## src/front_end_control_pkg.sv

```systemverilog
// Constants shared by the front-end control and dither register block.
// Assumes a 200 MHz device clock and an AXI4-Lite register port with 32-bit data.
//
// What this block does
// RULE1: Effective phase threshold equals register times four.
// RULE2: Calibration bit routes all channels to reference.
// RULE3: Clamp and servo pause while coasting unless enabled.
// RULE4: Set midscale bit adds half-scale channel shift.
// RULE5: Override clear: midscale follows colour-format mode.
// RULE6: Colour-format mode set means component colour-difference.
// RULE7: Dither injected only while enable bit set.
// RULE8: Amplitude bit selects sixteen or eight LSBs.
// RULE9: Increment code picks pixel, hsync or vsync.
// RULE10: Software pulses seed-reset bit to restart sequence.
// RULE11: Pixel PLL offers sixty-four sampling phases.
// RULE12: Pixel clock derived from crystal, drift free.
// RULE13: Only pixels per line programmed; loop self-locks.
// RULE14: Dither comes from seeded LFSR, scaled.
package front_end_control_pkg;

  // -------------------------------------------------------------------
  // Register indices (byte address is four times the index)
  // -------------------------------------------------------------------
  localparam logic [7:0] IDX_THRESHOLD   = 8'h56;
  localparam logic [7:0] IDX_RESULT3     = 8'h57;
  localparam logic [7:0] IDX_RESULT2     = 8'h58;
  localparam logic [7:0] IDX_RESULT1     = 8'h59;
  localparam logic [7:0] IDX_RESULT0     = 8'h5A;
  localparam logic [7:0] IDX_FRONT_END   = 8'h60;
  localparam logic [7:0] IDX_NOISE       = 8'h61;
  localparam logic [7:0] IDX_LINE_PIXELS = 8'h62;
  localparam logic [7:0] IDX_PHASE_SEL   = 8'h63;
  localparam logic [7:0] IDX_STATUS      = 8'h64;

  // -------------------------------------------------------------------
  // Reset values
  // -------------------------------------------------------------------
  localparam logic [7:0]  RST_THRESHOLD   = 8'h0A;
  localparam logic [7:0]  RST_FRONT_END   = 8'h00;
  localparam logic [7:0]  RST_NOISE       = 8'h00;
  localparam logic [11:0] RST_LINE_PIXELS = 12'h698;
  localparam logic [5:0]  RST_PHASE_SEL   = 6'h00;

  // -------------------------------------------------------------------
  // Field positions
  // -------------------------------------------------------------------
  localparam int FE_CAL      = 1;
  localparam int FE_COAST    = 2;
  localparam int FE_MID_LO   = 4;
  localparam int FE_OVERRIDE = 7;
  localparam int NC_ENABLE   = 0;
  localparam int NC_AMPL     = 1;
  localparam int NC_INC_LO   = 2;
  localparam int NC_SEED     = 4;
  localparam logic [7:0] FE_WMASK = 8'hF6;
  localparam logic [7:0] NC_WMASK = 8'h1F;

  // -------------------------------------------------------------------
  // Dither increment codes and pixel loop figures
  // -------------------------------------------------------------------
  localparam logic [1:0]  INC_PIXEL = 2'h0;
  localparam logic [1:0]  INC_HSYNC = 2'h1;
  localparam int          CLK_MHZ   = 200;
  localparam int          PIX_MIN_MHZ = 10;
  localparam int          PIX_MAX_MHZ = 165;
  // Phase increment per clock is pixel rate over clock rate times two to the 32nd.
  localparam logic [31:0] NCO_MIN_INC = 32'((64'(PIX_MIN_MHZ) << 32) / CLK_MHZ);
  localparam logic [31:0] NCO_MAX_INC = 32'((64'(PIX_MAX_MHZ) << 32) / CLK_MHZ);
  localparam logic [31:0] NCO_STEP    = 32'h0001_0000;
  localparam logic [3:0]  LOCK_LINES  = 4'h8;
  localparam logic [15:0] LFSR_SEED   = 16'hACE1;

endpackage

```

## src/front_end_control_dither_regs.sv

```systemverilog
// Front-end control, dither generator and pixel loop with an AXI4-Lite register port.
// Assumes hsync and vsync arrive as single-cycle pulses synchronous to aclk.
`timescale 1ns/1ps
`default_nettype none

module front_end_control_dither_regs
#(
  parameter int PPL_W = 12
)
(
  input  wire logic        aclk,
  input  wire logic        aresetn,
  input  wire logic [31:0] s_axi_awaddr,
  input  wire logic        s_axi_awvalid,
  output var  logic        s_axi_awready,
  input  wire logic [31:0] s_axi_wdata,
  input  wire logic [3:0]  s_axi_wstrb,
  input  wire logic        s_axi_wvalid,
  output var  logic        s_axi_wready,
  output var  logic [1:0]  s_axi_bresp,
  output var  logic        s_axi_bvalid,
  input  wire logic        s_axi_bready,
  input  wire logic [31:0] s_axi_araddr,
  input  wire logic        s_axi_arvalid,
  output var  logic        s_axi_arready,
  output var  logic [31:0] s_axi_rdata,
  output var  logic [1:0]  s_axi_rresp,
  output var  logic        s_axi_rvalid,
  input  wire logic        s_axi_rready,
  input  wire logic        hsync_pulse,
  input  wire logic        vsync_pulse,
  input  wire logic        pll_coasting,
  input  wire logic        protect_interval,
  input  wire logic        ycbcr_mode,
  input  wire logic [31:0] phase_result,
  output var  logic [9:0]  threshold_word,
  output var  logic        reference_calibration_select,
  output var  logic        dc_clamp_run,
  output var  logic        black_level_servo_run,
  output var  logic [2:0]  midscale_shift,
  output var  logic [3:0]  dither_offset,
  output var  logic        pixel_tick,
  output var  logic        sample_strobe,
  output var  logic        pll_locked
);

  // -------------------------------------------------------------------
  // Register storage
  // -------------------------------------------------------------------
  logic [7:0]       threshold_r;
  logic [7:0]       front_end_r;
  logic [7:0]       noise_r;
  logic [PPL_W-1:0] line_pixels_r;
  logic [5:0]       phase_sel_r;

  logic             aw_held_r;
  logic             w_held_r;
  logic [7:0]       aw_idx_r;
  logic             aw_bad_r;
  logic [31:0]      wdata_r;
  logic [3:0]       wstrb_r;
  logic             wr_fire;

  function automatic logic [7:0] word_index(input logic [31:0] addr);
    word_index = addr[9:2];
  endfunction

  function automatic logic addr_unmapped(input logic [31:0] addr);
    logic [7:0] i;
    i = addr[9:2];
    addr_unmapped = (addr[31:10] != 22'h0) || (addr[1:0] != 2'h0) ||
                    !((i >= front_end_control_pkg::IDX_THRESHOLD && i <= front_end_control_pkg::IDX_RESULT0) ||
                      (i >= front_end_control_pkg::IDX_FRONT_END && i <= front_end_control_pkg::IDX_STATUS));
  endfunction

  // -------------------------------------------------------------------
  // AXI4-Lite write path
  // -------------------------------------------------------------------
  // Address and data are parked independently; the write commits once both are held
  // and no response is pending, so either may arrive first.
  assign wr_fire = aw_held_r && w_held_r && !s_axi_bvalid;

  always_ff @(posedge aclk)
  begin
    if (!aresetn)
    begin
      aw_held_r     <= 1'b0;
      aw_idx_r      <= 8'h00;
      aw_bad_r      <= 1'b0;
      s_axi_awready <= 1'b0;
    end
    else if (s_axi_awvalid && s_axi_awready)
    begin
      aw_held_r     <= 1'b1;
      aw_idx_r      <= word_index(s_axi_awaddr);
      aw_bad_r      <= addr_unmapped(s_axi_awaddr);
      s_axi_awready <= 1'b0;
    end
    else if (wr_fire)
    begin
      aw_held_r     <= 1'b0;
    end
    else
    begin
      s_axi_awready <= !aw_held_r && !s_axi_awready ? 1'b1 : s_axi_awready;
    end
  end

  always_ff @(posedge aclk)
  begin
    if (!aresetn)
    begin
      w_held_r     <= 1'b0;
      wdata_r      <= 32'h0000_0000;
      wstrb_r      <= 4'h0;
      s_axi_wready <= 1'b0;
    end
    else if (s_axi_wvalid && s_axi_wready)
    begin
      w_held_r     <= 1'b1;
      wdata_r      <= s_axi_wdata;
      wstrb_r      <= s_axi_wstrb;
      s_axi_wready <= 1'b0;
    end
    else if (wr_fire)
    begin
      w_held_r     <= 1'b0;
    end
    else
    begin
      s_axi_wready <= !w_held_r && !s_axi_wready ? 1'b1 : s_axi_wready;
    end
  end

  always_ff @(posedge aclk)
  begin
    if (!aresetn)
    begin
      s_axi_bvalid <= 1'b0;
      s_axi_bresp  <= 2'h0;
    end
    else if (wr_fire)
    begin
      s_axi_bvalid <= 1'b1;
      s_axi_bresp  <= aw_bad_r ? 2'h2 : 2'h0;
    end
    else if (s_axi_bready)
    begin
      s_axi_bvalid <= 1'b0;
    end
  end

  // Only byte lane 0 carries register bits, except the wider line-pixel count.
  always_ff @(posedge aclk)
  begin
    if (!aresetn)
    begin
      threshold_r   <= front_end_control_pkg::RST_THRESHOLD;
      front_end_r   <= front_end_control_pkg::RST_FRONT_END;
      noise_r       <= front_end_control_pkg::RST_NOISE;
      line_pixels_r <= PPL_W'(front_end_control_pkg::RST_LINE_PIXELS);
      phase_sel_r   <= front_end_control_pkg::RST_PHASE_SEL;
    end
    else if (wr_fire && !aw_bad_r)
    begin
      if (wstrb_r[0] && aw_idx_r == front_end_control_pkg::IDX_THRESHOLD)
        threshold_r <= wdata_r[7:0];
      if (wstrb_r[0] && aw_idx_r == front_end_control_pkg::IDX_FRONT_END)
        front_end_r <= wdata_r[7:0] & front_end_control_pkg::FE_WMASK;
      if (wstrb_r[0] && aw_idx_r == front_end_control_pkg::IDX_NOISE)
        noise_r <= wdata_r[7:0] & front_end_control_pkg::NC_WMASK;
      if (wstrb_r[0] && aw_idx_r == front_end_control_pkg::IDX_PHASE_SEL)
        phase_sel_r <= wdata_r[5:0];
      if (wstrb_r[1:0] == 2'h3 && aw_idx_r == front_end_control_pkg::IDX_LINE_PIXELS)
        line_pixels_r <= wdata_r[PPL_W-1:0]; // RULE13
    end
  end

  // -------------------------------------------------------------------
  // AXI4-Lite read path
  // -------------------------------------------------------------------
  always_ff @(posedge aclk)
  begin
    if (!aresetn)
    begin
      s_axi_arready <= 1'b0;
      s_axi_rvalid  <= 1'b0;
      s_axi_rdata   <= 32'h0000_0000;
      s_axi_rresp   <= 2'h0;
    end
    else if (s_axi_arvalid && s_axi_arready)
    begin
      s_axi_arready <= 1'b0;
      s_axi_rvalid  <= 1'b1;
      s_axi_rresp   <= addr_unmapped(s_axi_araddr) ? 2'h2 : 2'h0;
      unique case (word_index(s_axi_araddr))
        front_end_control_pkg::IDX_THRESHOLD:   s_axi_rdata <= {24'h0, threshold_r};
        front_end_control_pkg::IDX_RESULT3:     s_axi_rdata <= {24'h0, phase_result[31:24]};
        front_end_control_pkg::IDX_RESULT2:     s_axi_rdata <= {24'h0, phase_result[23:16]};
        front_end_control_pkg::IDX_RESULT1:     s_axi_rdata <= {24'h0, phase_result[15:8]};
        front_end_control_pkg::IDX_RESULT0:     s_axi_rdata <= {24'h0, phase_result[7:0]};
        front_end_control_pkg::IDX_FRONT_END:   s_axi_rdata <= {24'h0, front_end_r};
        front_end_control_pkg::IDX_NOISE:       s_axi_rdata <= {24'h0, noise_r};
        front_end_control_pkg::IDX_LINE_PIXELS: s_axi_rdata <= 32'(line_pixels_r);
        front_end_control_pkg::IDX_PHASE_SEL:   s_axi_rdata <= {26'h0, phase_sel_r};
        front_end_control_pkg::IDX_STATUS:      s_axi_rdata <= {27'h0, pll_locked, dither_offset};
        default:                       s_axi_rdata <= 32'h0000_0000;
      endcase
      if (addr_unmapped(s_axi_araddr))
        s_axi_rdata <= 32'h0000_0000;
    end
    else if (s_axi_rvalid)
    begin
      s_axi_rvalid  <= !s_axi_rready;
    end
    else
    begin
      s_axi_arready <= 1'b1;
    end
  end

  // -------------------------------------------------------------------
  // Front-end controls
  // -------------------------------------------------------------------
  always_ff @(posedge aclk)
  begin
    if (!aresetn)
    begin
      threshold_word               <= 10'h000;
      reference_calibration_select <= 1'b0;
      dc_clamp_run                 <= 1'b0;
      black_level_servo_run        <= 1'b0;
      midscale_shift               <= 3'h0;
    end
    else
    begin
      threshold_word               <= {threshold_r, 2'h0}; // RULE1
      reference_calibration_select <= front_end_r[front_end_control_pkg::FE_CAL]; // RULE2
      // Pausing avoids clamp errors from equalising pulses while the loop free-runs.
      dc_clamp_run          <= front_end_r[front_end_control_pkg::FE_COAST] || !(pll_coasting || protect_interval); // RULE3
      black_level_servo_run <= front_end_r[front_end_control_pkg::FE_COAST] || !(pll_coasting || protect_interval); // RULE3
      if (front_end_r[front_end_control_pkg::FE_OVERRIDE])
        midscale_shift <= front_end_r[front_end_control_pkg::FE_MID_LO +: 3]; // RULE4 RULE5
      else
        midscale_shift <= ycbcr_mode ? 3'h5 : 3'h0; // RULE5 RULE6
    end
  end

  // -------------------------------------------------------------------
  // Dither generator
  // -------------------------------------------------------------------
  logic [15:0] lfsr_r;
  logic        dither_step;

  always_comb
  begin
    unique case (noise_r[front_end_control_pkg::NC_INC_LO +: 2])
      front_end_control_pkg::INC_PIXEL: dither_step = pixel_tick;
      front_end_control_pkg::INC_HSYNC: dither_step = hsync_pulse;
      default:                 dither_step = vsync_pulse;
    endcase // RULE9
  end

  // The seed bit holds the generator at its seed, so the sequence restarts on release.
  always_ff @(posedge aclk)
  begin
    if (!aresetn)
      lfsr_r <= front_end_control_pkg::LFSR_SEED;
    else if (noise_r[front_end_control_pkg::NC_SEED])
      lfsr_r <= front_end_control_pkg::LFSR_SEED; // RULE10
    else if (dither_step)
      lfsr_r <= {lfsr_r[14:0], lfsr_r[15] ^ lfsr_r[13] ^ lfsr_r[12] ^ lfsr_r[10]}; // RULE14
  end

  always_ff @(posedge aclk)
  begin
    if (!aresetn)
      dither_offset <= 4'h0;
    else if (!noise_r[front_end_control_pkg::NC_ENABLE])
      dither_offset <= 4'h0; // RULE7
    else if (noise_r[front_end_control_pkg::NC_AMPL])
      dither_offset <= {1'b0, lfsr_r[2:0]}; // RULE8 RULE14
    else
      dither_offset <= lfsr_r[3:0]; // RULE8
  end

  // -------------------------------------------------------------------
  // Pixel loop
  // -------------------------------------------------------------------
  // The oscillator accumulates on the crystal-derived clock, so its rate cannot drift
  // within a line; only the line-end correction changes it.
  logic [31:0]      nco_acc_r;
  logic [31:0]      nco_inc_r;
  logic [31:0]      nco_next;
  logic [31:0]      phase_off;
  logic [PPL_W:0]   pix_count_r;
  logic [3:0]       lock_count_r;

  assign nco_next  = nco_acc_r + nco_inc_r;
  assign phase_off = {phase_sel_r, 26'h0};

  always_ff @(posedge aclk)
  begin
    if (!aresetn)
    begin
      nco_acc_r     <= 32'h0000_0000;
      pixel_tick    <= 1'b0;
      sample_strobe <= 1'b0;
    end
    else
    begin
      nco_acc_r     <= nco_next; // RULE12
      pixel_tick    <= nco_next < nco_acc_r;
      sample_strobe <= (nco_next - phase_off) < (nco_acc_r - phase_off); // RULE11
    end
  end

  always_ff @(posedge aclk)
  begin
    if (!aresetn)
    begin
      nco_inc_r    <= front_end_control_pkg::NCO_MIN_INC;
      pix_count_r  <= '0;
      lock_count_r <= 4'h0;
      pll_locked   <= 1'b0;
    end
    else if (hsync_pulse)
    begin
      pix_count_r <= '0;
      if (pix_count_r == {1'b0, line_pixels_r})
      begin
        lock_count_r <= (lock_count_r == front_end_control_pkg::LOCK_LINES) ? lock_count_r : lock_count_r + 4'h1;
        pll_locked   <= lock_count_r == front_end_control_pkg::LOCK_LINES;
      end
      else
      begin
        lock_count_r <= 4'h0;
        pll_locked   <= 1'b0;
        if (pix_count_r < {1'b0, line_pixels_r} && nco_inc_r < front_end_control_pkg::NCO_MAX_INC)
          nco_inc_r <= nco_inc_r + front_end_control_pkg::NCO_STEP; // RULE13
        else if (pix_count_r > {1'b0, line_pixels_r} && nco_inc_r > front_end_control_pkg::NCO_MIN_INC)
          nco_inc_r <= nco_inc_r - front_end_control_pkg::NCO_STEP; // RULE13
      end
    end
    else if (pixel_tick && !(&pix_count_r))
    begin
      pix_count_r <= pix_count_r + 1'b1;
    end
  end
endmodule // front_end_control_dither_regs

`default_nettype wire

```

## config.mk

```make
export PLATFORM = sky130hd
export DESIGN_NAME = front_end_control_dither_regs
export DESIGN_NICKNAME = d
export VERILOG_FILES = /design/src/front_end_control_pkg.sv /design/src/front_end_control_dither_regs.sv
export SDC_FILE = /design/constraint.sdc
export NUM_CORES = 1
export LEC_CHECK = 0
export ABC_CLOCK_PERIOD_IN_PS = 3800
export BUFFER_PORTS_ARGS = -buffer_cell sky130_fd_sc_hd__buf_2
export CAP_MARGIN = 20
export CELL_PAD_IN_SITES_DETAIL_PLACEMENT = 1
export CELL_PAD_IN_SITES_GLOBAL_PLACEMENT = 1
export CORE_MARGIN = 8
export CORE_UTILIZATION = 30
export DETAILED_ROUTE_END_ITERATION = 7
export GPL_TIMING_DRIVEN = 1
export PLACE_DENSITY_LB_ADDON = 0.3
export SETUP_SLACK_MARGIN = 0.1
export SYNTH_ARGS = -nofsm -noshare
export SYNTH_HDL_FRONTEND = slang
export SYNTH_SLANG_ARGS = --single-unit
```

## constraint.sdc

```tcl
create_clock -name aclk -period 3.8 [get_ports aclk]
set_input_delay 0.76 -clock aclk [delete_from_list [all_inputs] [get_ports aclk]]
set_output_delay 0.76 -clock aclk [all_outputs]
set_load 0.005 [all_outputs]
```

### Yosys cells after proc, flatten, opt, wreduce, memory -nomap -nowiden

Cells that the tools add are included.

| storage, ports and cells | value |
|---|---|
| output and inout bits | 64 |
| bits in registers | 222 |
| bits of input ports | 144 |
| logic and storage cells | 166 |

| cells by class | value |
|---|---|
| $lt $le $gt $ge | 14 |
| mux-type cells | 19 |
| eq/ne operators | 20 |
| reduce and logical (&&, ||, !) cells | 65 |
| bitwise logic cells | 7 |
| add/sub/neg operators | 7 |

Operator list:

| cell | number |
|---|---|
| equality test 8 x 7 -> 1 bit (second input constant) | 15 |
| case mux 12 bit (10 select lines) | 1 |
| two-way mux 32 bit | 3 |
| less-than comparator 32 bit | 2 |
| subtractor 32 bit | 2 |
| nonzero test 22 bit | 2 |
| adder 32 x 17 -> 32 bit (second input constant) | 1 |
| adder 32 bit | 1 |
| >= comparator 8 x 7 -> 1 bit (second input constant) | 4 |
| greater-than comparator 32 x 28 -> 1 bit (second input constant) | 1 |
| <= comparator 8 x 7 -> 1 bit (second input constant) | 4 |
| less-than comparator 32 bit (second input constant) | 1 |
| subtractor 32 x 17 -> 32 bit (second input constant) | 1 |
| logical AND 1 bit | 20 |
| AND reduction 2 bit | 9 |
| adder 13 x 1 -> 13 bit (second input constant) | 1 |
| equality test 13 x 12 -> 1 bit | 1 |
| greater-than comparator 13 x 12 -> 1 bit | 1 |
| less-than comparator 13 x 12 -> 1 bit | 1 |
| AND reduction 13 bit | 1 |
| nonzero test 2 bit | 6 |
| logical NOT 1 bit | 11 |
| OR reduction 2 bit | 5 |
| logical OR 1 bit | 8 |
| 15 further kinds | 30 |

### Logic depth before layout (Yosys ltp)

Gate-level depths: netlist of the first run.

| depth | value |
|---|---|
| depth in word-level cells | 6 |
| gate-level depth with buffers | 20 |
| depth with buffers taken out | 20 |

### Worst setup path before layout of the first run

Ideal clock, no wire load.

| timing | value |
|---|---|
| path type | register to register |
| from | register nco_inc_r[16] |
| to | register sample_strobe |
| library setup time | 0.115 ns |
| stages on the path, launching flop included | 20 |
| path slack | -0.170 ns |
| data required time | 3.685 ns |
| arrival time | 3.856 ns |
| clock period less this slack | 3.970 ns |
| buffers on the path | 0 |
| cells stage by stage | dfxtp_1 > ha_1 > o21ai_0 > a21oi_1 > o221a_2 > o21ai_0 > a21oi_1 > nor3_1 > xnor2_1 > ha_1 > a21o_1 > a21o_1 > a21o_1 > a21oi_1 > xnor2_1 > xnor2_1 > ha_1 > o21ai_0 > a21oi_1 > a2111oi_0 |

| between the ends | value |
|---|---|
| longest elaborated chain between the ends | 3 |

RTL lines:

| item | line | RTL |
|---|---|---|
| from (decl) | front_end_control_dither_regs.sv:293 | `logic [31:0] nco_inc_r;` |
| from (signal assigned) | front_end_control_dither_regs.sv:322 | `nco_inc_r <= front_end_control_pkg::NCO_MIN_INC;` |
| from (signal assigned) | front_end_control_dither_regs.sv:340 | `nco_inc_r <= nco_inc_r + front_end_control_pkg::NCO_STEP;` |
| from (signal assigned) | front_end_control_dither_regs.sv:342 | `nco_inc_r <= nco_inc_r - front_end_control_pkg::NCO_STEP;` |
| adder 32 bit | front_end_control_dither_regs.sv:299 | `assign nco_next = nco_acc_r + nco_inc_r;` |
| via nco_next[27] | front_end_control_dither_regs.sv:294 | `logic [31:0] nco_next;` |
| subtractor 32 bit | front_end_control_dither_regs.sv:314 | `sample_strobe <= (nco_next - phase_off) < (nco_acc_r - phase_off);` |
| less-than comparator 32 bit | front_end_control_dither_regs.sv:314 |  |
| to (signal assigned) | front_end_control_dither_regs.sv:314 |  |
| to (decl) | front_end_control_dither_regs.sv:43 | `output var logic sample_strobe,` |

The timed path passes the listed nets, and every way through them passes these cells.
A chain may end at the register's enable or synchronous reset.

### Worst setup path in the final report of the first run

| timing | value |
|---|---|
| from | register nco_acc_r[24] |
| to | register sample_strobe |

| between the ends | value |
|---|---|
| longest elaborated chain between the ends | 3 |
| elaborated cells on any way between the ends | 4 |
| classes of those cells | add/sub: 3; order compare: 1 |

RTL lines:

| item | line | RTL |
|---|---|---|
| from (decl) | front_end_control_dither_regs.sv:292 | `logic [31:0] nco_acc_r;` |
| from (signal assigned) | front_end_control_dither_regs.sv:312 | `nco_acc_r <= nco_next;` |
| adder 32 bit | front_end_control_dither_regs.sv:299 |  |
| via nco_next[29] | front_end_control_dither_regs.sv:294 |  |
| subtractor 32 bit | front_end_control_dither_regs.sv:314 |  |
| less-than comparator 32 bit | front_end_control_dither_regs.sv:314 |  |

The timed path passes the listed nets, and every way through them passes these cells.

==> results of run 1 <==
## cell type report
cell class                      instances  area share, %
Clock inverter                         15           1.60
Inverter                               66           1.79
Clock buffer                           17           3.05
Multi-Input combinational cell        986           49.0
Timing Repair Buffer                  320           14.5
Tap cell                              455           4.09
Sequential cell                       180           26.0
## through the flow
step	hold WS, ns	power (W)
2_1_floorplan	0.431	0.00390
3_3_place_gp	0.443	0.00467
3_5_place_dp	0.447	0.00477
4_1_cts	0.460	0.00691
5_1_grt	0.493	0.00748
6_report	0.462	0.00701
## where the power goes
part / leakage [nW] / switching [W] / internal (W) / total (W)
clock: 0.313 / 0.000948 / 0.000977 / 0.00192
combinational: 4.31 / 0.00145 / 0.00143 / 0.00288
sequential: 1.47 / 0.000148 / 0.00206 / 0.00220
total: 6.09 / 0.00255 / 0.00447 / 0.00701
## layer usage
layer  GRT usage, %  wire length [um]
met1           20.1             15900
met3           2.98              1070
met2           31.2             18700
met4           4.40               485
met5              0                 0
## worst paths after layout
kind / end / from / depth (start not counted)
max reg2reg: sample_strobe$_SDFF_PN0_ / nco_acc_r[24]$_SDFF_PN0_ / 16
min reg2reg: s_axi_rdata[0]$_SDFFE_PN0P_ / s_axi_rdata[0]$_SDFFE_PN0P_ / 2
min: s_axi_rdata[0]$_SDFFE_PN0P_ / s_axi_rdata[0]$_SDFFE_PN0P_ / 2
max: sample_strobe$_SDFF_PN0_ / nco_acc_r[24]$_SDFF_PN0_ / 16
## synthesized netlist by cell type, types with 5 or more instances
cell	number	area, um^2
a211oi_1	12	90.1
a21o_1	25	188
a21oi_1	106	531
a221oi_1	5	43.8
a22oi_1	19	143
a31oi_1	9	56.3
a32oi_1	5	43.8
and2_1	27	169
and3_1	14	87.6
buf_4	25	188
clkbuf_1	33	124
dfxtp_1	180	3600
ha_1	84	1050
inv_1	65	244
mux2i_1	52	521
nand2_1	165	619
nand2b_1	17	106
nand3_1	30	150
nand4_1	16	100
nor2_1	125	469
nor2b_1	11	68.8
nor3_1	12	60.1
nor4_1	15	93.8
o211ai_1	13	97.6
o21a_1	7	52.6
o21ai_0	47	235
o21bai_1	5	37.5
xnor2_1	30	263
xor2_1	25	219
## tightest hold or removal path: cells and delay by family (launching register included)
kind	cells	cell delay, ns
DFF	1	0.32
and+or+nand+nor	1	0.05
AOI/OAI and AO/OA	1	0.05
## kinds of logic (layout without fill, tap and decap cells)
family | count (synthesis) | after routing
adder cells (fa/ha/maj) | 87 | 87
AO/OA/AOI/OAI | 295 | 295
other | 1 | 24
multiplexers | 57 | 57
flip-flops | 180 | 180
buffers and inverters | 134 | 418
XOR/XNOR | 55 | 55
AND/OR/NAND/NOR | 468 | 468
## sequential cells by signal, summed over array words and instances, names as in the netlist, 5 cells and up
signal,count
aw_idx_r,8
front_end_r,6
lfsr_r,16
line_pixels_r,12
nco_acc_r,30
nco_inc_r,16
noise_r,5
phase_sel_r,6
pix_count_r,13
s_axi_rdata,12
threshold_r,8
threshold_word,8
wdata_r,12
## repair_timing
item | CTS | global route
setup endpoints to repair | 8 | 9
resized for setup | 31 | 51
buffers inserted | 24 | 5
pin swaps | 18 | 29
hold buffers | 0 | 0
==> results.yml, run 1 <==
route:
  drc: 0
  viasPerCell: 4.95
  num_vias: 10100
  ant_nets: 0
  drtIter0Drc: 417
  first_pass_iters: 5
  wl_per_cell_um: 17.7
  drt-total-wl_um: 36100
outcome:
  status: "finished with violations"
  violations: "negative setup slack"
final_layout:
  final_area_mm2: 0.0139
  multiInputGateArea_mm2: 0.00682
  final_cell_mix: "167 x dfxtp_1, 164 x nand2_1, 161 x buf_2"
  final_common_cell: "dfxtp_1"
  final_core_util_pct: 40.2
  final_nets: 1802
  synthToLayoutAreaGrowth_pct: 31.9
  finalNonFillerCells: 2039
  final_layout_size_suffix_gt1_share_pct: 28.7
  fillers: 4145
  antenna_cells: 0
  ff_latch_area_mm2: 0.00362
worst_setup_path:
  worst-path-max-fanout: 3
  cp.arrival_ns: 4.14
  critPathRequiredTime_ns: 4.12
  cp_slowest_cell: "dfxtp_1"
  end_kind: "register"
  critical-path-top-delay-family: "compound AO/OA/AOI/OAI gates"
  cp_cell_sequence: "ha_4, buf_4, a21oi_1, o21ai_0, nand2b_1, a221oi_1, nand2_1, ha_1, a21o_1, a21oi_2, xnor2_1, xnor2_1, ha_1, o21ai_1, a21oi_1, a2111oi_1"
  cp.buffers_inverters: 1
  start_kind: "register"
  reg2reg_slack_ns: -0.02
  crit_type: "reg2reg"
  max_stage_delay_ns: 0.39
synthesis:
  ys_warn_count: 0
  synth_fa_ha_area_share_pct: 10.5
  synth_seq_area_share_pct: 34.1
  synth_top_family_by_area: "simple AND/OR/NAND/NOR gates"
  synthXorXnorAreaFrac_pct: 4.56
  synth_top_flop_cell: "dfxtp_1"
  synthMuxAreaShare_pct: 5.57
  avgSynthCellArea_um2: 8.27
  yosysUniqueCellTypes: 84
  synthCells: 1277
  synth-seq-cells: 180
  synth_area_mm2: 0.0106
  synthSimpleGateAreaFrac_pct: 21.1
  synth_compound_area_share_pct: 18.1
  synth_edf_count: 0
  async_reset_ff_share_pct: 0
timing:
  hold_viol_final: 0
  tns_ns: -0.0211
  rsz0062_at_grt: "true"
  maxSlewHeadroom_pct: 30.1
  fmax_mhz: 262
  worst_pin_slew_ns: 1.04
  period_needed_ns: 3.82
  slew_violations: 0
  setup_ws_ns: -0.0211
  clock_skew_ns: 0.00909
  fin_crit_sh_pct: 101
  final-setup-viol-count: 1
die:
  fp.dieArea_mm2: 0.0415
  pin_count: 208
  die_width_um: 204
  rows: 68
  initial_core_util_pct: 30.5
  die_h_um: 204
  core_area_mm2: 0.0346
cts:
  numCtsBuffers: 17
  clockBufferDepth: 2
  worst_skew_pair.late_latency_ns: 0.44
  htreeDepth: 4
  cts_tree: "built"
  clk_pin_slew_ns: 0.08
  clock-root-buffer: "clkbuf_16"
  cts.sinks: 180
run:
  drv_cap: 0
placement:
  hpwlAfterDp_um: 27400
  placedCellCount: 1979
  place_area_mm2: 0.0127
  place.gp.congestion: 0.801
  portBuffers: 161
  pre_cts_ws_ns: -0.172
power_and_ir_drop:
  vdd_drop_max_mv: 0.320
  powerDensity_mw_per_mm2: 503
  power.leakage_nw: 6.09
worst_hold_path:
  min_path_type: "reg2reg"
global_route:
  grt_pass1_wl_um: 57500
  grt_max_degree: 54
  antenna_found_initial: 0
  overflow: 0
  track_usage_pct: 17.0
  grt_pass1_vias: 11000
No activity file was read; power rests on OpenSTA's default activity.
==> run 2: changes to the inputs <==
--- a/config.mk
+++ b/config.mk
@@ -5,6 +5,7 @@
 export SDC_FILE = /design/constraint.sdc
 export NUM_CORES = 1
 export LEC_CHECK = 0
+export ABC_AREA = 1
 export ABC_CLOCK_PERIOD_IN_PS = 3800
 export BUFFER_PORTS_ARGS = -buffer_cell sky130_fd_sc_hd__buf_2
 export CAP_MARGIN = 20
==> run 2 against run 1 <==
- the run now ends clean
- utilization shrank 2.2 points
- synthesized area increased by 5.4%
- via count is 12% higher
- sequential power grew 3%
- global-route usage is 0.59 points higher
- power rose by 11%
- hold slack gained 0.00055 ns
- largest cell class unchanged
- largest power group unchanged
==> results.yml, run 2 <==
outcome:
  status: "finished, final reports clean"
worst_setup_path:
  crit_type: "reg2reg"
  worst-path-max-fanout: 4
  cp.arrival_ns: 3.98
  end_kind: "register"
  critPathRequiredTime_ns: 4.17
  r2r_cells: 20
  start_kind: "register"
synthesis:
  synthCells: 1622
  async_reset_ff_share_pct: 0
  synth_area_mm2: 0.0111
  synth-seq-cells: 180
  yosys.area.top_type: "dfxtp_1"
  synth_seq_area_share_pct: 32.4
  yosysUniqueCellTypes: 51
  synth_edf_count: 0
  synth_top_flop_cell: "dfxtp_1"
  ys_warn_count: 0
  synth_most_common_cell: "nand2_1"
  netlist_top_cells_area: "dfxtp_1 32%, nand2_1 11%, ha_1 9.4%"
  avgSynthCellArea_um2: 6.86
  synth_common_cells: "324 x nand2_1, 222 x inv_1, 180 x dfxtp_1"
  synth_top_area_share_pct: 32.4
placement:
  portBuffers: 161
  hpwlAfterDp_um: 30600
  place.gp.congestion: 0.829
  place_area_mm2: 0.0127
  placedCellCount: 2272
route:
  ant_nets: 0
  first_pass_iters: 5
  wl_per_cell_um: 16.4
  drc: 0
  drt-total-wl_um: 38100
  drtIter0Drc: 412
  num_vias: 11300
  viasPerCell: 4.87
final_layout:
  largest-register: "nco_acc_r"
  final_common_cell: "nand2_1"
  final_cell_mix: "307 x nand2_1, 209 x inv_1, 166 x dfxtp_1"
  final_area_mm2: 0.0139
  final_nets: 2067
  finalNonFillerCells: 2317
  final_core_util_pct: 38.0
  largest_register_ffs: 30
  synthToLayoutAreaGrowth_pct: 25.0
  final_layout_size_suffix_gt1_share_pct: 22.2
  reg.largest.list: "nco_acc_r: 30 flops, lfsr_r: 16 flops, nco_inc_r: 16 flops"
timing:
  fin_crit_sh_pct: 94.9
  fmax_mhz: 277
  worst_pin_slew_ns: 0.950
  clock_skew_ns: 0.0171
  slew_violations: 0
  period_needed_ns: 3.61
  maxSlewHeadroom_pct: 36.5
  final-setup-viol-count: 0
  rsz0062_at_grt: "true"
  hold_viol_final: 0
die:
  pin_count: 208
  core_area_mm2: 0.0366
  rows: 70
  initial_core_util_pct: 30.4
  die_width_um: 209
  fp.dieArea_mm2: 0.0435
  die_h_um: 209
global_route:
  overflow: 0
  track_usage_pct: 17.6
  grt_max_degree: 97
  antenna_found_initial: 1
  grt_pass1_wl_um: 62700
  grt_pass1_vias: 12100
power_and_ir_drop:
  vdd_drop_max_mv: 0.371
  powerDensity_mw_per_mm2: 557
  power.leakage_nw: 6.48
run:
  drv_cap: 0
worst_hold_path:
  min_path_type: "reg2reg"
  min_path_cells: 1
cts:
  clk_pin_slew_ns: 0.07
  worst_skew_pair.late_latency_ns: 0.45
  clock-root-buffer: "clkbuf_16"
  htreeDepth: 4
  clockBufferDepth: 2
  cts.sinks: 180
  numCtsBuffers: 17
  cts_tree: "built"
run 2: cell count changes in the layout (fill, tap and decap cells not counted), sizes merged, moves of 52 or more:
cell	change
nand3	+56
inv	+170
a21oi	+53
nor2	+52
o21ai	+85
nand2	+170
mux2i	-52
buf	-93
run 2: layout make-up:
class / instances / area [um^2]
Clock buffer: 19 / 443
Inverter: 239 / 900
Antenna cell: 1 / 2.50
Clock inverter: 12 / 216
Timing Repair Buffer: 227 / 1310
Multi-Input combinational cell: 1171 / 6830
Fill cell: 4665 / 22700
Tap cell: 468 / 586
Sequential cell: 180 / 3630
run 2: what timing repair did:
item,4_1_cts,5_1_grt
resized for setup,44,71
pin swaps,16,28
setup endpoints to repair,1,3
setup buffers,8,5
gates cloned,0,0
hold buffers,0,0
run 2: where the power goes:
part / internal [W] / switching, W / total (W)
combinational: 0.00149 / 0.00197 / 0.00346
sequential: 0.00209 / 0.000181 / 0.00227
clock: 0.00120 / 0.000822 / 0.00202
total: 0.00479 / 0.00297 / 0.00776
run 2: through the flow:
stage	power, W	worst slack, ns	setup TNS (ns)	hold WS [ns]
floorplan	0.00418	0.325	0	0.407
global placement	0.00503	-0.114	-0.114	0.438
detailed placement	0.00517	-0.200	-0.200	0.445
CTS	0.00754	0.105	0	0.467
global route	0.00836	-0.0591	-0.0591	0.490
finish	0.00776	0.193	0	0.463
run 2: critical path, cell delays in order, from the launching register on:
cell and delay [ns]:
dfxtp_2 0.34, ha_4 0.32, a21oi_4 0.07, buf_4 0.13
nor2_1 0.08, nor2_1 0.04, buf_4 0.15, o2111ai_4 0.22
xor2_2 0.21, ha_1 0.20, inv_2 0.05, fa_1 0.41
nand3_1 0.10, nand3_1 0.10, xor2_1 0.16, ha_1 0.32
nand4_1 0.20, inv_1 0.07, a21oi_1 0.16, nand3_1 0.08
a21oi_1 0.15
run 2: cells by family after synthesis:
kind of cell	count (synthesis)	synth area share [%]
DFF	180	32.4
buffers and inverters	294	11.0
other	1	0.0337
xor gates and xnor gates	37	3.11
adders and majority gates	87	9.98
and+or+nand+nor	679	26.7
AOI/OAI and AO/OA	344	16.8
run 2: path summary, 6_finish.rpt:
| path | from | to | slack [ns] |
|---|---|---|---|
| worst max-delay path | nco_inc_r[19]$_SDFFE_PN1P_ | sample_strobe$_SDFF_PN0_ | 0.19 |
| worst min-delay path | nco_acc_r[5]$_SDFF_PN0_ | nco_acc_r[5]$_SDFF_PN0_ | 0.46 |
| worst max register to register | nco_inc_r[19]$_SDFFE_PN1P_ | sample_strobe$_SDFF_PN0_ | 0.19 |
| worst min register to register | nco_acc_r[5]$_SDFF_PN0_ | nco_acc_r[5]$_SDFF_PN0_ | 0.46 |
run 2: layer usage:
layer	GRT usage, %	share of wire, %
met1	21.9	47
met2	30.9	48
met3	2.98	3.5
met4	4.84	1.6
met5	0	0
